`src/rtca_regs.vh`:
```
// Register offsets, field positions, reset values and timing counts
`ifndef RTCA_REGS_VH
`define RTCA_REGS_VH

// ---------------------------------------------------------------
// Register word indices (index in adr[4:2])
// ---------------------------------------------------------------
`define RTCA_IDX_CFG_CAL        3'h0
`define RTCA_IDX_PWR_CTRL       3'h1
`define RTCA_IDX_ALARM_CFG      3'h2
`define RTCA_IDX_ALARM_WINDOW   3'h3
`define RTCA_IDX_TIME_TIME_MINUTES_SECONDS    3'h4
`define RTCA_IDX_WIN_TIMERS     3'h5

// ---------------------------------------------------------------
// Field positions
// ---------------------------------------------------------------
`define RTCA_CFG_TIMER_ON       15
`define RTCA_CFG_WREN           13
`define RTCA_PWR_EN             15
`define RTCA_PWR_POL            14
`define RTCA_ALM_EN             15
`define RTCA_ALM_CHIME          14

// Implemented bits of each value layout; all others read zero
`define RTCA_TIME_MINUTES_SECONDS_MASK        16'h7f7f
`define RTCA_MTHDY_MASK         16'h1f3f
`define RTCA_WDHR_MASK          16'h073f
`define RTCA_PWR_MASK           16'hc000
`define RTCA_CFG_MASK           16'ha0ff

// ---------------------------------------------------------------
// Reset value, window pointer codes, repeat roll and sample-open codes
// ---------------------------------------------------------------
`define RTCA_RST_ZERO16         16'h0000
`define RTCA_PTR_WD             2'h1
`define RTCA_PTR_MD             2'h2
`define RTCA_RPT_ROLL           8'hff
`define RTCA_SAMP_OPEN          8'hff

// ---------------------------------------------------------------
// Timing: timebase edges per half second, calibration scale
// ---------------------------------------------------------------
`define RTCA_HALF_SEC_CLKS      16384
`define RTCA_CAL_SHIFT          2

`endif

```
`src/rtca_top.v`:
```
// Clock/alarm value registers, calibration, alarm and power window timer
//
// The implementer's own choices: the Wishbone interface to the registers and the address map.
`timescale 1ns/1ps
`include "rtca_regs.vh"
// Function
// - Minute tens bits 14-12, ones 11-8, BCD
// - Second tens bits 6-4, ones 3-0, BCD
// - Unused value bits read zero, ignore writes
// - Month tens bit 12, ones 11-8; day 5-0
// - Weekday 10-8, hour tens 5-4, ones 3-0
// - Alarm weekday/hour, month/day and window writes need write enable; alarm minutes/seconds do not
// - Stability length bits 15-8, 0 to 255
// - Stability timer starts each alarm when enabled
// - Sample length bits 7-0; all-ones always open
// - Sample follows stability; zero stability starts directly
// - Signed calibration times four applied each minute
// - Negative calibration removes pulses each minute
// - Alarm enable bit 15 of alarm config
// - Single-shot and repeating alarm, half-second to year
// - Four-bit mask selects interval, upper codes reserved
// - Repeat counter decrements; chime rolls; else disables
// - Window pointer selects value, decrements on high
// - Power control enable and output polarity bits
module rtca_top #(
   parameter HALF_SEC_CLKS = `RTCA_HALF_SEC_CLKS
) (
   input  wire        sys_clk,
   input  wire        rstn,
   input  wire        wb_cyc_i,
   input  wire        wb_stb_i,
   input  wire        wb_we_i,
   input  wire [4:0]  wb_adr_i,
   input  wire [3:0]  wb_sel_i,
   input  wire [31:0] wb_dat_i,
   output reg  [31:0] wb_dat_o,
   output reg         wb_ack_o,
   input  wire        timebase_pin_i,
   input  wire [15:0] time_month_day_i,
   input  wire [15:0] time_weekday_hours_i,
   output reg         alarm_event_o,
   output reg         pwc_out_o,
   output reg         sample_window_o
);
   // ------------------------------------------------------------
   // Declarations
   // ------------------------------------------------------------
   localparam ST_IDLE = 2'h0;
   localparam ST_STAB = 2'h1;
   localparam ST_SAMP = 2'h2;

   reg  [15:0]        cfg_q;
   reg  [15:0]        pwr_q;
   reg  [15:0]        alm_cfg_q;
   reg  [15:0]        alm_time_minutes_seconds_q;
   reg  [15:0]        alm_wdhr_q;
   reg  [15:0]        alm_mthdy_q;
   reg  [15:0]        time_minutes_seconds_q;
   reg  [15:0]        win_q;
   reg  signed [17:0] presc_q;
   reg                half_q;
   reg                tick_q;
   reg  [1:0]         pst_q;
   reg  [7:0]         pcnt_q;
   reg  [15:0]        rd_d;
   reg  [15:0]        win_val;
   reg  [15:0]        time_minutes_seconds_d;
   wire               tb_rise;
   wire               acc;
   wire               wr;
   wire               rd;
   wire [2:0]         idx;
   wire               wren;
   wire [1:0]         ptr;
   wire               alm_hit;
   wire [15:0]        wmask;
   wire [15:0]        wdat;
   wire signed [17:0] cal_adj;
   wire               minute_edge;

   rtca_pin_sync u_sync (
      .sys_clk (sys_clk),
      .rstn    (rstn),
      .pin_i   (timebase_pin_i),
      .rise_o  (tb_rise)
   );

   // ------------------------------------------------------------
   // Helpers
   // ------------------------------------------------------------
   // Byte-lane merge restricted to implemented bits
   function [15:0] merge;
      input [15:0] old;
      input [15:0] nw;
      input [15:0] bmask;
      input [15:0] impl;
      reg   [15:0] m;
      begin
         m     = bmask & impl;
         merge = (old & ~m) | (nw & m);
      end
   endfunction

   // Interval match for a given mask code
   function alarm_match;
      input [3:0]  code;
      input        full_sec;
      input [15:0] ms;
      input [15:0] ams;
      input [15:0] wd;
      input [15:0] awd;
      input [15:0] md;
      input [15:0] amd;
      reg          s1;
      reg          s2;
      reg          m1;
      reg          m2;
      reg          h;
      begin
         s1 = ms[3:0] == ams[3:0];
         s2 = ms[6:0] == ams[6:0];
         m1 = s2 && ms[11:8] == ams[11:8];
         m2 = s2 && ms[14:8] == ams[14:8];
         h  = m2 && wd[5:0] == awd[5:0];
         case (code)
            4'h0: alarm_match = 1'b1;
            4'h1: alarm_match = full_sec;
            4'h2: alarm_match = full_sec & s1;
            4'h3: alarm_match = full_sec & s2;
            4'h4: alarm_match = full_sec & m1;
            4'h5: alarm_match = full_sec & m2;
            4'h6: alarm_match = full_sec & h;
            4'h7: alarm_match = full_sec & h & (wd[10:8] == awd[10:8]);
            4'h8: alarm_match = full_sec & h & (md[5:0] == amd[5:0]);
            4'h9: alarm_match = full_sec & h & (md[12:0] == amd[12:0]);
            default: alarm_match = 1'b0;
         endcase
      end
   endfunction

   // ------------------------------------------------------------
   // Bus decode
   // ------------------------------------------------------------
   assign acc   = wb_cyc_i & wb_stb_i & ~wb_ack_o;
   assign wr    = acc & wb_we_i;
   assign rd    = acc & ~wb_we_i;
   assign idx   = wb_adr_i[4:2];
   assign wren  = cfg_q[`RTCA_CFG_WREN];
   assign ptr   = alm_cfg_q[9:8];
   assign wmask = {{8{wb_sel_i[1]}}, {8{wb_sel_i[0]}}};
   assign wdat  = wb_dat_i[15:0];

   // Alarm value seen through the window
   always @* begin
      case (ptr)
         2'h0:    win_val = alm_time_minutes_seconds_q;
         2'h1:    win_val = alm_wdhr_q;
         2'h2:    win_val = alm_mthdy_q;
         default: win_val = `RTCA_RST_ZERO16;
      endcase
   end

   always @* begin
      case (idx)
         `RTCA_IDX_CFG_CAL:      rd_d = cfg_q;
         `RTCA_IDX_PWR_CTRL:     rd_d = pwr_q;
         `RTCA_IDX_ALARM_CFG:    rd_d = alm_cfg_q;
         `RTCA_IDX_ALARM_WINDOW: rd_d = win_val;
         `RTCA_IDX_TIME_TIME_MINUTES_SECONDS:  rd_d = time_minutes_seconds_q;
         `RTCA_IDX_WIN_TIMERS:   rd_d = win_q;
         default:                rd_d = `RTCA_RST_ZERO16;
      endcase
   end

   always @(posedge sys_clk or negedge rstn) begin
      if (!rstn) begin
         wb_ack_o <= 1'b0;
         wb_dat_o <= 32'h0000_0000;
      end else begin
         wb_ack_o <= acc;
         wb_dat_o <= rd ? {16'h0000, rd_d} : 32'h0000_0000;
      end
   end

   // ------------------------------------------------------------
   // Timebase prescaler and calibration
   // ------------------------------------------------------------
   // Adjust once a minute, at the full-second tick while seconds read 00
   assign minute_edge = tick_q & half_q & (time_minutes_seconds_q[6:0] == 7'h00);
   assign cal_adj = {{8{cfg_q[7]}}, cfg_q[7:0], 2'b00};

   always @(posedge sys_clk or negedge rstn) begin
      if (!rstn) begin
         presc_q <= 18'sd0;
         half_q  <= 1'b0;
         tick_q  <= 1'b0;
      end else begin
         tick_q <= 1'b0;
         if (!cfg_q[`RTCA_CFG_TIMER_ON]) begin
            presc_q <= 18'sd0;
         end else if (minute_edge) begin
            // Positive adds pulses, negative removes them
            presc_q <= presc_q + cal_adj;
         end else if (tb_rise) begin
            if (presc_q >= $signed(HALF_SEC_CLKS - 1)) begin
               presc_q <= 18'sd0;
               half_q  <= ~half_q;
               tick_q  <= 1'b1;
            end else begin
               presc_q <= presc_q + 18'sd1;
            end
         end
      end
   end

   // BCD seconds and minutes advance on each full second
   always @* begin
      time_minutes_seconds_d = time_minutes_seconds_q;
      if (time_minutes_seconds_q[3:0] != 4'h9) begin
         time_minutes_seconds_d[3:0] = time_minutes_seconds_q[3:0] + 4'h1;
      end else begin
         time_minutes_seconds_d[3:0] = 4'h0;
         if (time_minutes_seconds_q[6:4] != 3'h5) begin
            time_minutes_seconds_d[6:4] = time_minutes_seconds_q[6:4] + 3'h1;
         end else begin
            time_minutes_seconds_d[6:4] = 3'h0;
            if (time_minutes_seconds_q[11:8] != 4'h9) begin
               time_minutes_seconds_d[11:8] = time_minutes_seconds_q[11:8] + 4'h1;
            end else begin
               time_minutes_seconds_d[11:8] = 4'h0;
               if (time_minutes_seconds_q[14:12] != 3'h5) begin
                  time_minutes_seconds_d[14:12] = time_minutes_seconds_q[14:12] + 3'h1;
               end else begin
                  time_minutes_seconds_d[14:12] = 3'h0;
               end
            end
         end
      end
   end

   // ------------------------------------------------------------
   // Registers, alarm sequencing
   // ------------------------------------------------------------
   assign alm_hit = tick_q & alm_cfg_q[`RTCA_ALM_EN] &
                    alarm_match(alm_cfg_q[13:10], ~half_q, time_minutes_seconds_q,
                                alm_time_minutes_seconds_q, time_weekday_hours_i,
                                alm_wdhr_q, time_month_day_i,
                                alm_mthdy_q);

   always @(posedge sys_clk or negedge rstn) begin
      if (!rstn) begin
         cfg_q        <= `RTCA_RST_ZERO16;
         pwr_q        <= `RTCA_RST_ZERO16;
         alm_cfg_q    <= `RTCA_RST_ZERO16;
         alm_time_minutes_seconds_q <= `RTCA_RST_ZERO16;
         alm_wdhr_q   <= `RTCA_RST_ZERO16;
         alm_mthdy_q  <= `RTCA_RST_ZERO16;
         time_minutes_seconds_q     <= `RTCA_RST_ZERO16;
         win_q        <= `RTCA_RST_ZERO16;
      end else begin
         if (wr && idx == `RTCA_IDX_CFG_CAL) begin
            cfg_q <= merge(cfg_q, wdat, wmask, `RTCA_CFG_MASK);
         end
         if (wr && idx == `RTCA_IDX_PWR_CTRL) begin
            pwr_q <= merge(pwr_q, wdat, wmask, `RTCA_PWR_MASK);
         end
         if (wr && idx == `RTCA_IDX_WIN_TIMERS && wren) begin
            win_q <= merge(win_q, wdat, wmask, 16'hffff);
         end
         // Software write to the time value wins over the tick
         if (wr && idx == `RTCA_IDX_TIME_TIME_MINUTES_SECONDS) begin
            time_minutes_seconds_q <= merge(time_minutes_seconds_q, wdat, wmask,
                              `RTCA_TIME_MINUTES_SECONDS_MASK);
         end else if (tick_q && half_q) begin
            time_minutes_seconds_q <= time_minutes_seconds_d;
         end
         if (wr && idx == `RTCA_IDX_ALARM_WINDOW) begin
            case (ptr)
               2'h0: alm_time_minutes_seconds_q <= merge(alm_time_minutes_seconds_q, wdat, wmask,
                                        `RTCA_TIME_MINUTES_SECONDS_MASK);
               `RTCA_PTR_WD: if (wren) begin
                  alm_wdhr_q <= merge(alm_wdhr_q, wdat, wmask,
                                      `RTCA_WDHR_MASK);
               end
               `RTCA_PTR_MD: if (wren) begin
                  alm_mthdy_q <= merge(alm_mthdy_q, wdat, wmask,
                                       `RTCA_MTHDY_MASK);
               end
               default: ;
            endcase
         end
         // Alarm event beats a same-cycle software config write
         if (alm_hit) begin
            if (alm_cfg_q[7:0] != 8'h00) begin
               alm_cfg_q[7:0] <= alm_cfg_q[7:0] - 8'h01;
            end else if (alm_cfg_q[`RTCA_ALM_CHIME]) begin
               alm_cfg_q[7:0] <= `RTCA_RPT_ROLL;
            end else begin
               alm_cfg_q[`RTCA_ALM_EN] <= 1'b0;
            end
         end else if (wr && idx == `RTCA_IDX_ALARM_CFG) begin
            alm_cfg_q <= merge(alm_cfg_q, wdat, wmask, 16'hffff);
         end else if (acc && idx == `RTCA_IDX_ALARM_WINDOW &&
                      wb_sel_i[1] && ptr != 2'h0) begin
            alm_cfg_q[9:8] <= ptr - 2'h1;
         end
      end
   end

   // ------------------------------------------------------------
   // Power control stability and sample windows
   // ------------------------------------------------------------
   always @(posedge sys_clk or negedge rstn) begin
      if (!rstn) begin
         pst_q           <= ST_IDLE;
         pcnt_q          <= 8'h00;
         alarm_event_o   <= 1'b0;
         pwc_out_o       <= 1'b0;
         sample_window_o <= 1'b0;
      end else begin
         alarm_event_o <= alm_hit;
         if (alm_hit && pwr_q[`RTCA_PWR_EN]) begin
            if (win_q[15:8] == 8'h00) begin
               pst_q  <= ST_SAMP;
               pcnt_q <= win_q[7:0];
            end else begin
               pst_q  <= ST_STAB;
               pcnt_q <= win_q[15:8];
            end
         end else begin
            case (pst_q)
               ST_STAB: begin
                  if (pcnt_q == 8'h00) begin
                     pst_q  <= ST_SAMP;
                     pcnt_q <= win_q[7:0];
                  end else if (tb_rise) begin
                     pcnt_q <= pcnt_q - 8'h01;
                  end
               end
               ST_SAMP: begin
                  if (pcnt_q == 8'h00 || !pwr_q[`RTCA_PWR_EN]) begin
                     pst_q <= ST_IDLE;
                  end else if (tb_rise) begin
                     pcnt_q <= pcnt_q - 8'h01;
                  end
               end
               default: pst_q <= ST_IDLE;
            endcase
         end
         // Output is active through both windows
         pwc_out_o <= ~(pwr_q[`RTCA_PWR_POL] ^
                        (pwr_q[`RTCA_PWR_EN] && pst_q != ST_IDLE));
         sample_window_o <= (win_q[7:0] == `RTCA_SAMP_OPEN) ||
                            (pst_q == ST_SAMP && pcnt_q != 8'h00);
      end
   end
endmodule // rtca_top

```
`src/rtca_pin_sync.v`:
```
// Three-flop pin synchroniser with agreement filter and rise pulse
`timescale 1ns/1ps
module rtca_pin_sync (
   input  wire sys_clk,
   input  wire rstn,
   input  wire pin_i,
   output reg  rise_o
);
   reg s1_q;
   reg s2_q;
   reg s3_q;
   reg lvl_q;

   // First flop feeds only the second
   always @(posedge sys_clk or negedge rstn) begin
      if (!rstn) begin
         s1_q   <= 1'b0;
         s2_q   <= 1'b0;
         s3_q   <= 1'b0;
         lvl_q  <= 1'b0;
         rise_o <= 1'b0;
      end else begin
         s1_q   <= pin_i;
         s2_q   <= s1_q;
         s3_q   <= s2_q;
         if (s2_q == s3_q) begin
            lvl_q <= s3_q;
         end
         rise_o <= (s2_q == s3_q) & s3_q & ~lvl_q;
      end
   end
endmodule // rtca_pin_sync

```
`config.mk`:
```
export PLATFORM = sky130hd
export DESIGN_NAME = rtca_top
export DESIGN_NICKNAME = d
export VERILOG_FILES = /design/src/rtca_top.v /design/src/rtca_pin_sync.v
export VERILOG_INCLUDE_DIRS = /design/src /design/src/src
export SDC_FILE = /design/constraint.sdc
export NUM_CORES = 1
export LEC_CHECK = 0
export CAP_MARGIN = 40
export CORE_MARGIN = 5
export CORE_UTILIZATION = 48
export CTS_CLUSTER_SIZE = 14
export DETAILED_ROUTE_END_ITERATION = 16
export DONT_BUFFER_PORTS = 1
export GPL_TIMING_DRIVEN = 1
export PLACE_DENSITY = 0.72
export SLEW_MARGIN = 5
export SYNTH_ARGS = -nofsm -noshare
export SYNTH_HDL_FRONTEND = slang
export SYNTH_HIERARCHICAL = 1
export SYNTH_SLANG_ARGS = --single-unit
export TNS_END_PERCENT = 5
```
`constraint.sdc`:
```
create_clock -name sys_clk -period 3.08 [get_ports sys_clk]
set_input_delay 0.462 -clock sys_clk [delete_from_list [all_inputs] [get_ports sys_clk]]
set_output_delay 0.462 -clock sys_clk [all_outputs]
set_load 0.02 [all_outputs]
```
## Yosys cells after proc, flatten, opt, wreduce, memory -nomap -nowiden

Cells that the tools add are included.

- Add/sub/neg operators: 9
- $lt $le $gt $ge: 1
- Eq/ne operators: 42
- Multiplexer cells: 43
- Bitwise operators: 54
- Reductions and logical operators: 47

Operators with widths:

| operator | number |
|---|---|
| $and A16 B16 Y16 | 11 |
| $or A16 B16 Y16 | 8 |
| $pmux W16 S6 | 1 |
| $mux W18 | 4 |
| $mux W8 | 9 |
| $not A16 Y16 | 3 |
| $pmux W16 S3 | 1 |
| $mux W16 | 2 |
| $add A18 B10 Y18 | 1 |
| $add A18 B2 Y18 const B | 1 |
| $and A1 B1 Y1 | 18 |
| $ge A18 B15 Y1 const B | 1 |
| $logic_and A1 B1 Y1 | 17 |
| $and A16 B11 Y16 | 1 |
| $and A16 B13 Y16 | 1 |
| $and A16 B15 Y16 | 1 |
| $eq A4 B3 Y1 const B | 4 |
| $logic_not A8 Y1 | 2 |
| $not A11 Y16 | 1 |
| $not A13 Y16 | 1 |
| $not A15 Y16 | 1 |
| $pmux W8 S2 | 1 |
| $reduce_bool A8 Y1 | 2 |
| $sub A8 B1 Y8 const B | 2 |
| 46 further kinds | 102 |

- Register bits after elaboration: 183
- Input port bits: 79
- Output and inout port bits: 36
- Word-level logic and storage cells: 226

## Longest topological paths before layout

Gate-level depths: netlist of the first run.

- Word-level depth: 10
- Gate-level depth with buffers: 11
- Depth with buffers taken out: 10

## Modules after synthesis

The synthesis of the first run kept the hierarchy.

Modules (own cells, without submodules):

| module | times used | cells each | area an instance (um2) | sequential area each (um2) |
|---|---|---|---|---|
| rtca_top | 1 | 927 | 8933.6 | 3553.4 |
| rtca_pin_sync | 1 | 8 | 158.9 | 125.1 |

## Worst setup path after synthesis of the first run

No wires, ideal clock.

- Path type: reg-to-reg
- Start point: reg (tool-made name)
- End point: reg (tool-made name)
- Arrival time: 2.542 ns
- Data required time: 2.955 ns
- Path slack: 0.413 ns
- Stages on the path, launching flop included: 11
- Buffers on the path: 2
- Path through: dfrtp_1 buf_6 xor2_1 nor4_2 o211ai_1 a2111oi_4 a21o_2 and2_4 buf_12 nand3b_4 mux2_2

==> flow_summary.ini, run 1 <==
[setup_path]
critPathBufInv = 0
slowest_delay_ns = 0.52
path_cells = xor2_1, nor4_2, o211ai_1, a2111oi_4, a32oi_4, mux2i_4, o22ai_1, mux2_2
rr_endpoint = pcnt_q[4]
critPathTopFamily = compound AO/OA/AOI/OAI gates
crit_end = pcnt_q[4]
end_kind = flip-flop
path_depth = 8
slowest_stage = a2111oi_4
r2r_slack_ns = 0.21
r2r_cells = 8
worstPathRequired_ns = 3.40
path_class = flip-flop to flip-flop
cp.arrival_ns = 3.19
worstPathMaxFanout = 8
start_kind = flip-flop

[sta]
fin_hold_ws_ns = -0.284
relSlewSlack = 0.463
drv_slew = 0
setup_violations = 0
fmax_mhz = 348
tightestPinTransition_ns = 0.806
post-route-period-util = 0.932
rsz0062_at_grt = false
hold_viol = 147
fin_tns_setup_ns = 0
post-route-min-period_ns = 2.87
skew_ns = 0.00935
setup_ws_ns = 0.209

[cells_and_area]
seq_area_sq_um = 3680
drive_gt1_frac = 0.165
multi_input_area_sq_um = 5020
syn_to_final_growth_pct = 9.52
diodes = 0
fill_cells = 1626
fin_nets = 1045

[place]
hpwl_mm = 17.4
portBuffers = 0
place_ws_ns = 0.235
gp_congestion = 0.911

[power]
pwr-share-comb = 0.142
switching_share = 0.284
sequentialPowerShare = 0.443
power_leakage_nw = 4.51
peakVddDrop_v = 0.000427
p_sw_mw = 1.39
powerDensity_nw_per_um2 = 491
p_clk_frac = 0.415
intPower_mw = 3.50

[yosys]
synth_cell_types = 75
synth_cells = 935
synth_area_sq_um = 9090
avgSynthCellArea_sq_um = 9.72
ys_warn_count = 6
synth_seq_area_share = 0.405
synth-edff-count = 0
yosys_most_used_dff = dfrtp_1
ys_async_sr_fraction = 1.00
ys_ff_latch = 147

[worst_hold_path]
worstHoldPathType = input port to async pin

[detailed_routing]
wl_per_cell_um = 20.4
wirelength_mm = 24.2
viasPerCell = 6.19
drt_iter0_markers = 744
routed-via-count = 7352
ant_nets = 0
drc = 0
first_pass_iters = 8

[floorplanning]
die_w_um = 148
initial_utilization = 0.486
ios = 115
placementRows = 50
chipHeight_um = 148
die_area_sq_um = 21800
core-area_sq_um = 18700

[grt]
antenna_found_initial = 0
grt_max_degree = 148
grt_pass1_wl_mm = 38.9
grt_pass1_vias = 7161
grt_overflow = 0
track_usage = 0.225

[clock_tree]
htreeDepth = 4
cts_sinks = 147
clkLatencyLatePin_ns = 0.44
cts_resized = 0
ctsLongestPathBuffers = 2
cts_buffers = 17
cts_tree = built
cts-root-buf = clkbuf_16
clkTransAtPathRegs_ns = 0.06
post_cts_buffers = 0

[outcome]
violations = hold timing
status = finished, violations left

[run]
drv_cap = 0
-- how the worst min path moves through the flow --
stage / start / to / slack, ns
6_report: rstn / async pin / -0.28
2_1_floorplan: rstn / async pin / 0.17
5_1_grt: rstn / async pin / -0.30
3_3_place_gp: rstn / async pin / 0.17
3_5_place_dp: rstn / async pin / 0.17
4_1_cts: rstn / async pin / -0.29
-- final cells by class --
class                   count  share of cell area
multi-input cells         709               0.504
flip-flops and latches    147               0.369
clock buffers              22              0.0476
well taps                 234              0.0294
repair buffers             34              0.0281
inverters                  31              0.0117
clock inverters            10             0.00980
-- layout by cell type, fill, tap and decap left out, types with 5 or more instances in the layout --
cell type,synthesis,routed
nor2_1,73,73
o21ai_1,6,6
a21boi_0,6,6
a22oi_1,13,13
o22ai_1,13,13
mux2_2,74,74
and2_1,7,7
o21a_1,5,5
mux2_1,5,5
xnor2_1,30,30
dfrtp_1,147,147
and3_1,15,15
o31ai_1,5,5
nor3_1,24,23
ha_1,25,25
a31oi_1,7,7
nand2_1,68,68
nor3b_1,9,9
clkbuf_16,0,17
a21o_1,7,7
a21oi_1,42,42
a221oi_1,8,8
conb_1,1,16
or4_1,5,5
mux2i_1,20,20
o21ai_0,53,53
nand4_1,8,8
a222oi_1,11,11
buf_4,16,32
xor2_1,29,29
inv_1,31,31
nand3_1,28,28
nor4_1,14,13
nor2b_1,11,11
-- cells in the mapped netlist (14+ instances only) --
cell type / instances / area share
nor4_1: 14 / 0.0096
nand2_1: 68 / 0.028
a21oi_1: 42 / 0.023
clkbuf_1: 34 / 0.014
ha_1: 25 / 0.034
xor2_1: 29 / 0.028
inv_1: 31 / 0.013
dfrtp_1: 147 / 0.40
buf_4: 16 / 0.013
nor2_1: 73 / 0.030
xnor2_1: 30 / 0.029
o21ai_0: 53 / 0.029
mux2_2: 74 / 0.092
and3_1: 15 / 0.010
nor3_1: 24 / 0.013
mux2i_1: 20 / 0.022
nand3_1: 28 / 0.015
-- kinds of logic after synthesis --
| kind of cell | count (synthesis) | synth area share |
|---|---|---|
| simple gates | 284 | 0.156 |
| compound gates | 223 | 0.171 |
| flops | 147 | 0.405 |
| mux | 101 | 0.124 |
| buf+inv | 94 | 0.0509 |
| xor+xnor | 59 | 0.0568 |
| fa+ha+maj | 26 | 0.0366 |
| other cells | 1 | 0.000412 |
-- power groups by stage --
stage	combinational, mW	sequential [mW]	clock [mW]
after CTS	0.680	2.16	2.06
final	0.693	2.17	2.03
after floorplan	0.565	2.14	0
after global routing	0.761	2.18	2.15
after global placement	0.663	2.19	0
after detailed placement	0.676	2.20	0
-- stage by stage --
stage	instances	instance area, sq um	hold slack (ns)	power (mW)	utilization
after floorplan	950	9150	0.166	2.71	-
after global placement	1155	9390	0.172	2.86	0.502
after detailed placement	1155	9390	0.171	2.87	0.502
after CTS	1187	9960	-0.292	4.90	0.532
after global routing	1187	9960	-0.303	5.09	0.532
final	1187	9960	-0.284	4.89	0.532
-- routing by layer --
| metal | share of wire | GRT usage | vias to the layer above |
|---|---|---|---|
| met3 | 0.068 | 0.0435 | 54 |
| met4 | 0.029 | 0.0853 | 0 |
| met5 | 0 | 0 | - |
| met2 | 0.48 | 0.368 | 305 |
| li1 | - | - | 3409 |
| met1 | 0.42 | 0.296 | 3584 |
Note: power is estimated with default switching activity, not from simulation.
==> run 2, diff against run 1 <==
==> constraint.sdc (replaced) <==
create_clock -name sys_clk -period 3.7 [get_ports sys_clk]
set_input_delay 0.555 -clock sys_clk [delete_from_list [all_inputs] [get_ports sys_clk]]
set_output_delay 0.555 -clock sys_clk [all_outputs]
set_load 0.02 [all_outputs]
==> run 2 against run 1 <==
Utilization decreased by 1.0 points. Combinational power shrank 26%. Cell area shrank 1.9%. Via count fell by 0.65%. The run still ends with hold timing left. Critical endpoint is now alm_cfg_q[15]. Final cell count down 2.0%. Fmax shrank 14%.
==> flow_summary.ini, run 2 (synthesis results as in run 1) <==
[outcome]
status = finished, violations left
violations = hold timing

[clock_tree]
cts_buffers = 17
cts_tree = built
cts-root-buf = clkbuf_16
cts_sinks = 147
clkLatencyLatePin_ns = 0.44
post_cts_buffers = 0
clkTransAtPathRegs_ns = 0.06
htreeDepth = 4
ctsLongestPathBuffers = 2
cts_resized = 0

[detailed_routing]
wirelength_mm = 23.8
drt_iter0_markers = 611
viasPerCell = 6.28
routed-via-count = 7304
wl_per_cell_um = 20.5
ant_nets = 0
first_pass_iters = 7
drc = 0

[power]
sequentialPowerShare = 0.449
pwr-share-comb = 0.125
fin_total_pwr_mw = 4.08
powerDensity_nw_per_um2 = 418
p_sw_mw = 1.18
intPower_mw = 2.91
p_clk_frac = 0.425
switching_share = 0.288
power_leakage_nw = 4.40
peakVddDrop_v = 0.000348

[sta]
fin_tns_setup_ns = 0
relSlewSlack = 0.423
hold_viol = 147
rsz0062_at_grt = false
post-route-period-util = 0.901
tightestPinTransition_ns = 0.866
skew_ns = 0.00848
fmax_mhz = 300
post-route-min-period_ns = 3.33
drv_slew = 0
fin_hold_ws_ns = -0.189
setup_violations = 0
setup_ws_ns = 0.366

[setup_path]
path_class = flip-flop to flip-flop
cp.arrival_ns = 3.65
r2r_slack_ns = 0.37
rr_endpoint = alm_cfg_q[15]
crit_end = alm_cfg_q[15]
worstPathRequired_ns = 4.02
worstPathMaxFanout = 19
start_kind = flip-flop
end_kind = flip-flop
r2r_cells = 8

[place]
place_ws_ns = 0.467
portBuffers = 0
postPlaceCellArea_sq_um = 9180
placedCellCount = 1131
hpwl_mm = 17.0
gp_congestion = 0.921

[cells_and_area]
final_common_cell = dfrtp_1
fill_cells = 1652
fin_nets = 1021
fin_util = 0.522
layout.cells.non_filler = 1163
final_area_sq_um = 9760
diodes = 0
syn_to_final_growth_pct = 7.39
final_cell_mix = dfrtp_1 (147), mux2_2 (74), nor2_1 (73)
drive_gt1_frac = 0.143

[floorplanning]
die_area_sq_um = 21800
placementRows = 50
core-area_sq_um = 18700
die_w_um = 148
initial_utilization = 0.486
chipHeight_um = 148
ios = 115

[grt]
grt_overflow = 0
grt_pass1_wl_mm = 38.8
grt_max_degree = 148
grt_pass1_vias = 7224
antenna_found_initial = 0
track_usage = 0.223

[worst_hold_path]
worstHoldPathType = input port to async pin

[run]
drv_cap = 0
run 2: cell types whose count changed in the layout (fill, tap and decap cells not counted):
| cell | before | now |
|---|---|---|
| buf_12 | 2 | 0 |
| clkinvlp_4 | 3 | 2 |
| clkinv_2 | 2 | 1 |
| clkinv_4 | 1 | 4 |
| clkbuf_8 | 3 | 0 |
| buf_4 | 32 | 10 |
| inv_6 | 3 | 4 |
| bufinv_16 | 1 | 2 |
run 2: worst min path at each step:
stage / from / to
5_1_grt: rstn / async pin
2_1_floorplan: rstn / async pin
3_5_place_dp: rstn / async pin
6_report: rstn / async pin
3_3_place_gp: rstn / async pin
4_1_cts: rstn / pcnt_q[2]
run 2: cell type report:
type / count / area (sq um) / area share
Clock inverter: 13 / 150 / 0.0154
Clock buffer: 19 / 433 / 0.0443
Inverter: 31 / 116 / 0.0119
Tap cell: 234 / 293 / 0.0300
Sequential cell: 147 / 3680 / 0.377
Multi-Input combinational cell: 709 / 5020 / 0.514
Timing Repair Buffer: 10 / 75.1 / 0.00769
run 2: worst max-delay path, cell delays in order, from the launching register on:
cell and delay (ns):
dfrtp_1 0.46, xor2_1 0.19, nor4_1 0.61, a41oi_1 0.27, a2111oi_4 0.50, a21o_2 0.23
and2_4 0.35, nand3b_4 0.26, mux2_2 0.35
run 2: per-layer routing:
| layer | GRT usage | part of all wire | vias up |
|---|---|---|---|
| li1 | - | - | 3368 |
| met5 | 0 | 0 | - |
| met2 | 0.362 | 0.48 | 296 |
| met1 | 0.289 | 0.41 | 3592 |
| met4 | 0.0932 | 0.032 | 0 |
| met3 | 0.0509 | 0.081 | 48 |
run 2: power by group through the flow:
stage	logic [mW]	registers, mW	clock network, mW
3_3_place_gp	0.485	1.86	0
3_5_place_dp	0.500	1.86	0
4_1_cts	0.505	1.83	1.76
6_report	0.512	1.83	1.74
5_1_grt	0.564	1.85	1.84
2_1_floorplan	0.470	1.78	0
==> run 3, diff against run 2 <==
==> constraint.sdc (replaced) <==
create_clock -name sys_clk -period 4.1 [get_ports sys_clk]
set_input_delay 0.615 -clock sys_clk [delete_from_list [all_inputs] [get_ports sys_clk]]
set_output_delay 0.615 -clock sys_clk [all_outputs]
set_load 0.02 [all_outputs]
==> run 3 against run 2 <==
The flow now finishes without violations. Utilization increased by 0.58 points. Critical path depth unchanged. Cell area increased by 1.1%. Clock skew increased by 0.0020 ns. Power decreased by 2.5%. Critical endpoint unchanged. Fmax about the same.
==> flow_summary.ini, run 3 (synthesis results as in run 1) <==
[outcome]
status = completed

[floorplanning]
die_area_sq_um = 21800
placementRows = 50
chipHeight_um = 148
core-area_sq_um = 18700
die_w_um = 148
ios = 115
initial_utilization = 0.486

[place]
place_ws_ns = 0.842
gp_congestion = 0.934
portBuffers = 0
placedCellCount = 1127
hpwl_mm = 16.8

[sta]
post-route-period-util = 0.813
rsz0062_at_grt = false
hold_viol = 0
drv_slew = 0
setup_ws_ns = 0.765
fin_tns_setup_ns = 0
tightestPinTransition_ns = 0.863
setup_violations = 0
fmax_mhz = 300
relSlewSlack = 0.420
skew_ns = 0.0105
post-route-min-period_ns = 3.33

[run]
drv_cap = 0

[cells_and_area]
drive_gt1_frac = 0.143
seq_area_sq_um = 3680
fin_nets = 1018
layout.cells.non_filler = 1160
final_common_cell = dfrtp_1
multi_input_area_sq_um = 5030
diodes = 0
final_cell_mix = dfrtp_1 (147), mux2_2 (74), nor2_1 (73)
syn_to_final_growth_pct = 8.59
fill_cells = 1650

[detailed_routing]
ant_nets = 0
viasPerCell = 6.34
wl_per_cell_um = 20.5
first_pass_iters = 8
routed-via-count = 7356
wirelength_mm = 23.8
drc = 0
drt_iter0_markers = 644

[setup_path]
end_kind = flip-flop
path_class = flip-flop to flip-flop
cp.arrival_ns = 3.66
start_kind = flip-flop
worstPathRequired_ns = 4.42
worstPathMaxFanout = 19

[grt]
grt_max_degree = 148
grt_overflow = 0
use_met3 = 0.0441
gr-usage-met1 = 0.289
grt_pass1_vias = 7131
busiest_layer = met2
met2_usage = 0.356
antenna_found_initial = 0
grt_pass1_wl_mm = 38.4
track_usage = 0.220

[power]
fin_total_pwr_mw = 3.98
power_leakage_nw = 4.45
powerDensity_nw_per_um2 = 403
peakVddDrop_v = 0.000279

[clock_tree]
cts_buffers = 17
cts_sinks = 147
ctsLongestPathBuffers = 2
cts-root-buf = clkbuf_16
clkLatencyLatePin_ns = 0.44
clkTransAtPathRegs_ns = 0.06
cts_tree = built
htreeDepth = 4
post_cts_buffers = 0

[worst_hold_path]
worstHoldPathType = input port to async pin
-- run 3: cell count changes in the layout (fill, tap and decap cells not counted), sizes merged --
cell | before | now
clkinv | 5 | 3
clkinvlp | 2 | 0
buf | 10 | 7
clkbuf | 19 | 18
bufinv | 2 | 6
inv | 35 | 36
-- run 3: timing repair --
action / in CTS / in global routing
resized for setup: 0 / 0
hold buffers: 1 / 0
hold endpoints to repair: 147 / 0
endpoints found under the setup margin: 0 / 0
-- run 3: per-stage QoR --
| step | cell area [sq um] | hold slack (ns) | util |
|---|---|---|---|
| 2_1_floorplan | 9150 | 0.319 | - |
| 3_3_place_gp | 9160 | 0.324 | 0.490 |
| 3_5_place_dp | 9160 | 0.325 | 0.490 |
| 4_1_cts | 9870 | 0.198 | 0.528 |
| 5_1_grt | 9870 | 0.193 | 0.528 |
| 6_report | 9870 | 0.157 | 0.528 |
-- run 3: layer usage --
metal	vias to the layer above	part of all wire
met5	-	0
met4	0	0.031
met3	50	0.075
met2	306	0.48
met1	3650	0.41
li1	3350	-
-- run 3: cell type report --
| type | count | area share |
|---|---|---|
| timing repair buffer | 7 | 0.00735 |
| tap | 234 | 0.0297 |
| inverter | 31 | 0.0118 |
| clock inverter | 14 | 0.0250 |
| multi-input combinational | 709 | 0.509 |
| clock buffer | 18 | 0.0445 |
| sequential | 147 | 0.373 |
-- run 3: final timing paths --
path                       slack, ns  depth (start not counted)            end      startpoint
max                             0.77                          8  alm_cfg_q[15]       flip-flop
min                             0.16                          1      async pin            rstn
max reg2reg                     0.77                          8  alm_cfg_q[15]       flip-flop
min reg2reg                     0.35                          0    u_sync/s2_q     u_sync/s1_q
max in group asynchronous       3.38                          1     presc_q[5]            rstn
min in group sys_clk            0.21                          0    u_sync/s1_q  timebase_pin_i
-- run 3: power by group --
| group | switching [mW] | total [mW] | internal, mW |
|---|---|---|---|
| logic | 0.298 | 0.492 | 0.194 |
| clock network | 0.659 | 1.83 | 1.17 |
| registers | 0.136 | 1.66 | 1.52 |
-- run 3: worst max-delay path, cell delays in order (launching register included) --
cell and delay, ns:
dfrtp_1 0.48, xor2_1 0.20, nor4_1 0.57, a41oi_1 0.28
a2111oi_4 0.50, a21o_2 0.24, and2_4 0.34, nand3b_4 0.27
mux2_2 0.35
